$ cat config.mk
export PLATFORM = sky130hd
export DESIGN_NAME = scrc_top
export DESIGN_NICKNAME = d
export VERILOG_FILES = /design/src/logic/scrc_sync.v /design/src/logic/scrc_top.v
export VERILOG_INCLUDE_DIRS = /design/src /design/src/logic
export SDC_FILE = /design/constraint.sdc
export NUM_CORES = 1
export LEC_CHECK = 0
export BUFFER_PORTS_ARGS = -buffer_cell sky130_fd_sc_hd__buf_4
export CAP_MARGIN = 20
export CORE_MARGIN = 2
export CORE_UTILIZATION = 57
export CTS_CLUSTER_SIZE = 40
export DETAILED_ROUTE_END_ITERATION = 12
export PLACE_DENSITY = 0.82
export SYNTH_ARGS = -nofsm -noshare
export SYNTH_HDL_FRONTEND = slang
export SYNTH_SLANG_ARGS = --single-unit
$ cat constraint.sdc
create_clock -name sys_clk_i -period 3.7 [get_ports sys_clk_i]
set_input_delay 0.37 -clock sys_clk_i [delete_from_list [all_inputs] [get_ports sys_clk_i]]
set_output_delay 0.37 -clock sys_clk_i [all_outputs]
set_load 0.02 [all_outputs]
$ cat src/logic/scrc_map.vh
`ifndef SCRC_MAP_VH
`define SCRC_MAP_VH

// Lock wait after the reset pin is released, in input clock cycles.
`define SCRC_LOCK_CYCLES 13'h1000
`define SCRC_LOCK_LAST 13'h0FFF
`define SCRC_CNT_ZERO 13'h0000
`define SCRC_CNT_ONE 13'h0001

// Clock ratio pin codes.
`define SCRC_CFG_8 2'h0
`define SCRC_CFG_32 2'h1
`define SCRC_CFG_16 2'h2
`define SCRC_CFG_RSV 2'h3

// Start-up multiplier values for each ratio.
`define SCRC_MULT_8 7'h08
`define SCRC_MULT_32 7'h20
`define SCRC_MULT_16 7'h10
`define SCRC_MULT_RST 7'h08

// Divider, boot and clock config reset values.
`define SCRC_DIV_RST 2'h0
`define SCRC_BOOT_RST 3'h0
`define SCRC_CFG_RST 2'h0

// Pin release history reset value and the stage that marks it trusted.
`define SCRC_REL_RST 2'h0
`define SCRC_REL_LAST 1

// One-hot sequencer states.
`define SCRC_ST_LOCK 3'h1
`define SCRC_ST_RUN 3'h2
`define SCRC_ST_RRST 3'h4

`endif

$ cat src/logic/scrc_sync.v
module scrc_sync #(
  parameter WIDTH = 1,
  parameter [WIDTH-1:0] RST_VAL = {WIDTH{1'b0}}
) (
  // Clock and reset.
  input wire sys_clk_i,
  input wire rst_n_i,
  // Asynchronous level in, synchronised level out.
  input wire [WIDTH-1:0] async_i,
  output reg [WIDTH-1:0] sync_o
);

  reg [WIDTH-1:0] meta_q;

  // First stage feeds only the second stage.
  always @(posedge sys_clk_i or negedge rst_n_i) begin
    if (!rst_n_i) begin
      meta_q <= RST_VAL;
      sync_o <= RST_VAL;
    end else begin
      meta_q <= async_i;
      sync_o <= meta_q;
    end
  end

endmodule // scrc_sync

$ cat src/logic/scrc_top.v
`include "scrc_map.vh"

module scrc_top (
  // Clock and hardware reset.
  input wire sys_clk_i,
  input wire rst_n_i,
  // Configuration pins.
  input wire [1:0] clk_cfg_i,
  input wire [2:0] boot_cfg_i,
  // Software reset request from the core.
  input wire sw_reset_i,
  // Power management control write port.
  input wire pmc_wr_i,
  input wire [6:0] pmc_mult_i,
  input wire [1:0] pmc_div_i,
  // Running reset control bit 0.
  input wire running_reset_control_i,
  // Shared reset pin.
  input wire running_reset_input_n_i,
  output reg reset_output_n_o,
  output reg reset_output_oe_o,
  // Core side.
  output reg core_reset_n_o,
  output reg core_start_o,
  output reg [6:0] pll_mult_o,
  output reg [1:0] pll_div_o,
  output reg clk_cfg_rsv_o,
  output reg [2:0] boot_cfg_o
);

  localparam ST_LOCK = `SCRC_ST_LOCK;
  localparam ST_RUN = `SCRC_ST_RUN;
  localparam ST_RRST = `SCRC_ST_RRST;

  wire [1:0] clk_cfg_s;
  wire [2:0] boot_cfg_s;
  wire rr_in_n_s;
  reg [2:0] state_q;
  reg [2:0] state_d;
  reg [12:0] cnt_q;
  reg [12:0] cnt_d;
  reg rr_en_q;
  reg [1:0] rel_q;

  // Maps the ratio pins onto a start-up multiplier.
  function [6:0] ratio_mult;
    input [1:0] cfg;
    begin
      case (cfg)
        `SCRC_CFG_8: ratio_mult = `SCRC_MULT_8;
        `SCRC_CFG_32: ratio_mult = `SCRC_MULT_32;
        `SCRC_CFG_16: ratio_mult = `SCRC_MULT_16;
        default: ratio_mult = `SCRC_MULT_RST;
      endcase
    end
  endfunction

  // Decodes the running state of a state code.
  function is_run;
    input [2:0] st;
    begin
      is_run = (st == ST_RUN);
    end
  endfunction

  // Decodes the lock wait state of a state code.
  function is_lock;
    input [2:0] st;
    begin
      is_lock = (st == ST_LOCK);
    end
  endfunction

  // Pins are synchronised before use.
  scrc_sync #(.WIDTH(6), .RST_VAL(6'h01)) u_sync (
    .sys_clk_i(sys_clk_i),
    .rst_n_i(rst_n_i),
    .async_i({boot_cfg_i, clk_cfg_i, running_reset_input_n_i}),
    .sync_o({boot_cfg_s, clk_cfg_s, rr_in_n_s})
  );

  // Sequencer next state.
  always @* begin
    state_d = state_q;
    cnt_d = cnt_q;
    case (state_q)
      ST_LOCK: begin
        cnt_d = cnt_q + `SCRC_CNT_ONE;
        if (cnt_q == `SCRC_LOCK_LAST) begin
          state_d = ST_RUN;
          cnt_d = `SCRC_CNT_ZERO;
        end
      end
      ST_RUN: begin
        cnt_d = `SCRC_CNT_ZERO;
        if (rr_en_q && rel_q[`SCRC_REL_LAST] && !rr_in_n_s) begin
          state_d = ST_RRST;
        end
      end
      ST_RRST: begin
        cnt_d = `SCRC_CNT_ZERO;
        if (!rr_en_q || rr_in_n_s) begin
          state_d = ST_RUN;
        end
      end
      default: begin
        state_d = ST_LOCK;
        cnt_d = `SCRC_CNT_ZERO;
      end
    endcase
    // Software reset restarts the lock wait.
    if (sw_reset_i) begin
      state_d = ST_LOCK;
      cnt_d = `SCRC_CNT_ZERO;
    end
  end

  // Sequencer state and lock counter.
  always @(posedge sys_clk_i or negedge rst_n_i) begin
    if (!rst_n_i) begin
      state_q <= ST_LOCK;
      cnt_q <= `SCRC_CNT_ZERO;
    end else begin
      state_q <= state_d;
      cnt_q <= cnt_d;
    end
  end

  // Control bit and a record of how long the pin has been released.
  // The synchroniser still holds the driven level for two cycles after
  // the pin is let go, so the pin is not trusted before then.
  always @(posedge sys_clk_i or negedge rst_n_i) begin
    if (!rst_n_i) begin
      rr_en_q <= 1'b0;
      rel_q <= `SCRC_REL_RST;
    end else begin
      rr_en_q <= running_reset_control_i;
      rel_q <= {rel_q[0], !reset_output_oe_o};
    end
  end

  always @(posedge sys_clk_i or negedge rst_n_i) begin
    if (!rst_n_i) begin
      core_reset_n_o <= 1'b0;
    end else begin
      core_reset_n_o <= is_run(state_d);
    end
  end

  always @(posedge sys_clk_i or negedge rst_n_i) begin
    if (!rst_n_i) begin
      core_start_o <= 1'b0;
    end else begin
      core_start_o <= is_run(state_d) && !is_run(state_q);
    end
  end

  always @(posedge sys_clk_i or negedge rst_n_i) begin
    if (!rst_n_i) begin
      reset_output_n_o <= 1'b0;
    end else begin
      reset_output_n_o <= is_run(state_d);
    end
  end

  always @(posedge sys_clk_i or negedge rst_n_i) begin
    if (!rst_n_i) begin
      reset_output_oe_o <= 1'b1;
    end else begin
      reset_output_oe_o <= !running_reset_control_i || is_lock(state_d);
    end
  end

  // Multiplier follows the ratio pins and divider holds its reset value until the core runs.
  always @(posedge sys_clk_i or negedge rst_n_i) begin
    if (!rst_n_i) begin
      pll_mult_o <= `SCRC_MULT_RST;
      pll_div_o <= `SCRC_DIV_RST;
    end else if (is_lock(state_q)) begin
      pll_mult_o <= ratio_mult(clk_cfg_s);
      pll_div_o <= `SCRC_DIV_RST;
    end else if (pmc_wr_i) begin
      pll_mult_o <= pmc_mult_i;
      pll_div_o <= pmc_div_i;
    end
  end

  always @(posedge sys_clk_i or negedge rst_n_i) begin
    if (!rst_n_i) begin
      clk_cfg_rsv_o <= 1'b0;
    end else if (is_lock(state_q)) begin
      clk_cfg_rsv_o <= (clk_cfg_s == `SCRC_CFG_RSV);
    end
  end

  always @(posedge sys_clk_i or negedge rst_n_i) begin
    if (!rst_n_i) begin
      boot_cfg_o <= `SCRC_BOOT_RST;
    end else if (is_lock(state_q)) begin
      boot_cfg_o <= boot_cfg_s;
    end
  end

endmodule // scrc_top
==> results <==
- Between clock sinks in the finished design, the worst skew comes to between 0.005 and 0.006 ns.
- The peak-usage layer in the global routing report is met2.
- Synthesis inferred 47 register bits.
- For this run, asynchronously set or reset flops after synthesis account for 1.00.
- The count of inserted antenna diode cells is 0.
- The final layout net count is around 210.
- Using the TritonRoute via totals, the vias-per-cell ratio works out to slightly above 5.
- For this block, the initial DRC count from the detailed router was between 40 and 50.
- The final-report max-slew violation count is 0.
- The met3 demand-to-capacity share in global routing is 0.0651.
- Entering global routing, the biggest net connects 48 pins.
- Synthesis produced a netlist whose cell count is about 150.
- Traced cell by cell, the critical path runs through ha_1 > nand3_2 > o41ai_2 > nor2_1.
- For this run, the top clock speed supported by timing is between 400 and 500 MHz.
- The via count of the first global-routing pass is ~1100.
- The static leakage is roughly 1.1 nW.
- The worst max-slew margin expressed relative to the limit is 0.324.
- The xor/xnor share of the synthesized area is 0.0469.
- The worst register-to-register path begins at cnt_q[0].
- The average footprint of a synthesized cell is about 13 um^2.
- In the finished design, the share of the clock period the worst path needs comes to 0.548.
- The first TritonRoute pass finished after 4 iterations.
- The clock period minus final worst setup slack is roughly 2.0 ns.
- The commonest cells after synthesis are dfrtp_1, nor2_1, mux2i_1.
- Once placement completed, the tool counted placed cells totaling 225.
- Summing every instance area after synthesis gives approximately 0.0019 mm^2.
- The I/O pin total is 37.
- Post-CTS repair changed the size of 0 cells.
- The total count of hold-check failures in the final report was 0.
- The min-delay analysis places its worst path in the category in -> reg.
- The post-layout utilization of the core is 0.734.
- The number of hold buffers added after CTS was 1.
- The filler cells instantiated in the layout total 230.
- For this run, global-route usage on met1 was measured as 0.218.
- Yosys printed 0 warnings.
- The run finished with clean final reports.
- The share of the synthesized area in compound gates (AO/OA/AOI/OAI) was 0.0469.
- The share of synthesized area in the top cell type comes to 0.563.
- The die is ~61 um tall.
- For this run, the total global-route usage over all layers was measured as 0.191.
- STA puts the critical path data arrival time at 2.25 ns.
- The post-synthesis simple-gate area fraction is 0.147.
- Wires add up to roughly 3100 um.
- Setup repair after global routing left no endpoint under its margin.
- Max-cap violations in this run came to 0.
- By area, the combinational part of the netlist is dominated by simple AND/OR/NAND/NOR gates.
- The number of buffer cells added on primary ports is 36.
- The die covers about 0.0037 mm^2.
- The met2 demand-to-capacity share in global routing is 0.325.
- At the end of routability-driven placement, the weighted congestion stood at between 0.7 and 0.8.
- For this design, the sink count on the clock tree is 47.
- The initial antenna violation count came to 0.
- Of the total synthesized cell area, the portion taken by full adders, half adders and majority gates is 0.0268.
- The slew at the pin closest to its max-slew limit is 1.00 ns.
- The clock input transition at the sequential cells of the worst setup and hold paths is 0.13 ns.
- The largest single stage delay on the critical path is between 0.9 and 1 ns.
- The clock root buffer master is clkbuf_4.
- The half-perimeter wire length of the detailed placement result is 2250 um.
- In this run the most critical hold path is launched from running_reset_input_n_i.
- The initial core utilization is 0.606.
- The H-tree depth is 2.
- The total number of placement rows is 20.
- The total power density per cell area is roughly 400 mW/mm^2.
- Once detail routing completed, the nets flagged for antenna violations numbered 0.
- The placeable core area is 0.00308 mm^2.
- The synthesized netlist net count is between 150 and 200.
- From left edge to right edge, the die measures ~61 um.
- The fraction of final layout cells sized beyond drive strength 1 is 0.311.
- Summing internal, switching and leakage power gives around 0.91 mW.
- The TritonCTS clock tree is built.
- For this run the aggregate overflow at the end of global routing stands at 0.
- The startpoint of the worst setup timing path is cnt_q[0].
- The share of the Yosys chip area taken by registers is 0.634.
- The total vias in the final route is around 1200.
- Of all nets on the critical path, the largest fanout is 12.
- The post-CTS setup buffer count is 0.
- The number of endpoints failing setup at the final stage is 0.
- By startpoint and endpoint, the worst setup path is classified as reg -> reg.
- The worst setup path is launched from a flip-flop.
- STA classifies the critical path endpoint as a flip-flop.
- The slowest stage of the critical path is the o41ai_2 cell.
- The data required time of the worst path is roughly 3.9 ns.
- Yosys mapped a number of flops with a built-in enable equal to 0.
- The worst hold slack across all endpoints is 0.104 ns.
- Counting distinct cell types in the post-synthesis netlist gives 35.
- The first-pass GRT wire length is 4950 um.
- The number of clock buffers inserted by TritonCTS is 5.
- By area the synthesized netlist is led by dfrtp_1, dfstp_2, mux2i_1, nor2_1, xnor2_1.
- The remaining design rule violation count is 0.
- The most frequently used flop master after synthesis is dfrtp_1.
- The number of buffers on the longest clock path is 2.
- The largest total area in the synthesized netlist belongs to dfrtp_1.
- The relative area change from synthesis to final layout is 21.1%.
- The sum of negative setup slack is 0 ns.
- The worst-case IR drop observed on VDD is about 0.00027 V.
- Clock latency on the worst-skew pair, taken at its later pin, is 0.36 ns.
- After synthesis, the share of cell area in mux cells is 0.0724.
- The detailed-route wire length per cell is approximately 13 um.
- By instance count, the leading cell after synthesis is dfrtp_1.
- The finished layout holds around 230 standard cells, fillers aside.
## cells in the final DEF, fill, tap and decap left out, drive strengths merged, types with 2 or more instances in the layout
cell type   n
mux2        4
nor3        3
clkbuf      5
o21ai       4
a21oi       4
nand3       4
buf        36
nand4       4
nand2b      2
nand2       7
xor2        4
inv         7
nor2       24
xnor2       6
ha          4
dfstp       5
mux2i       9
dfrtp      42
## critical path, delay by kind of cell, from the launching register on
family          cells  cell delay, ns
simple gates        2            0.28
compound gates      1            0.94
fa+ha+maj           1            0.22
flops               1            0.44
## metal layers
| layer | vias to the layer above | part of all wire |
|---|---|---|
| li1 | 581 | - |
| met2 | 32 | 0.51 |
| met1 | 575 | 0.41 |
| met4 | 0 | 0.016 |
| met3 | 4 | 0.064 |
| met5 | - | 0 |
## registers in the layout (all words and copies together), names as in the netlist
signal and cells:
boot_cfg_o 3, reset_output_oe_o 1, core_start_o 1, rr_en_q 1, pll_div_o 2, cnt_q 13, u_sync.meta_q 6, clk_cfg_rsv_o 1
u_sync.sync_o 6, pll_mult_o 7, state_q 3, reset_output_n_o 1, rel_q 2
## final timing paths
| check | to | slack (ns) | depth (start not counted) |
|---|---|---|---|
| max | cnt_q[9] | 1.67 | 4 |
| min | u_sync.meta_q[0] | 0.10 | 1 |
| max reg2reg | cnt_q[9] | 1.67 | 4 |
| min reg2reg | u_sync.sync_o[1] | 0.37 | 0 |
| max in group asynchronous | pll_mult_o[3] | 2.80 | 2 |
| min in group asynchronous | rel_q[0] | 0.53 | 2 |
## layout make-up
class	count	area [um^2]	area share
Inverter	6	22.5	0.00997
Clock buffer	5	37.5	0.0166
Multi-Input combinational cell	92	634	0.281
Tap cell	44	55.1	0.0244
Clock inverter	3	47.5	0.0210
Timing Repair Buffer	37	280	0.124
Sequential cell	47	1180	0.523
## power breakdown
part	total, mW	switching, mW	internal [mW]	leakage, nW
logic	0.0622	0.0323	0.0299	0.450
registers	0.538	0.00823	0.530	0.601
clock network	0.308	0.162	0.146	0.0458
total	0.908	0.203	0.705	1.10
## logic make-up (layout without fill, tap and decap cells)
group,after synthesis,after routing
buffers and inverters,10,51
multiplexers,13,13
AO/OA/AOI/OAI,13,13
AND/OR/NAND/NOR,52,52
flip-flops,47,47
XOR/XNOR,10,10
adder cells (fa/ha/maj),4,4
## per-stage QoR
step / setup WS [ns] / instance area (um^2)
detailed placement: 1.71 / 2160
global route: 1.46 / 2260
CTS: 1.69 / 2260
floorplan: 2.21 / 1870
global placement: 1.79 / 2160
finish: 1.67 / 2260
Note: power is estimated with default switching activity, not from simulation.
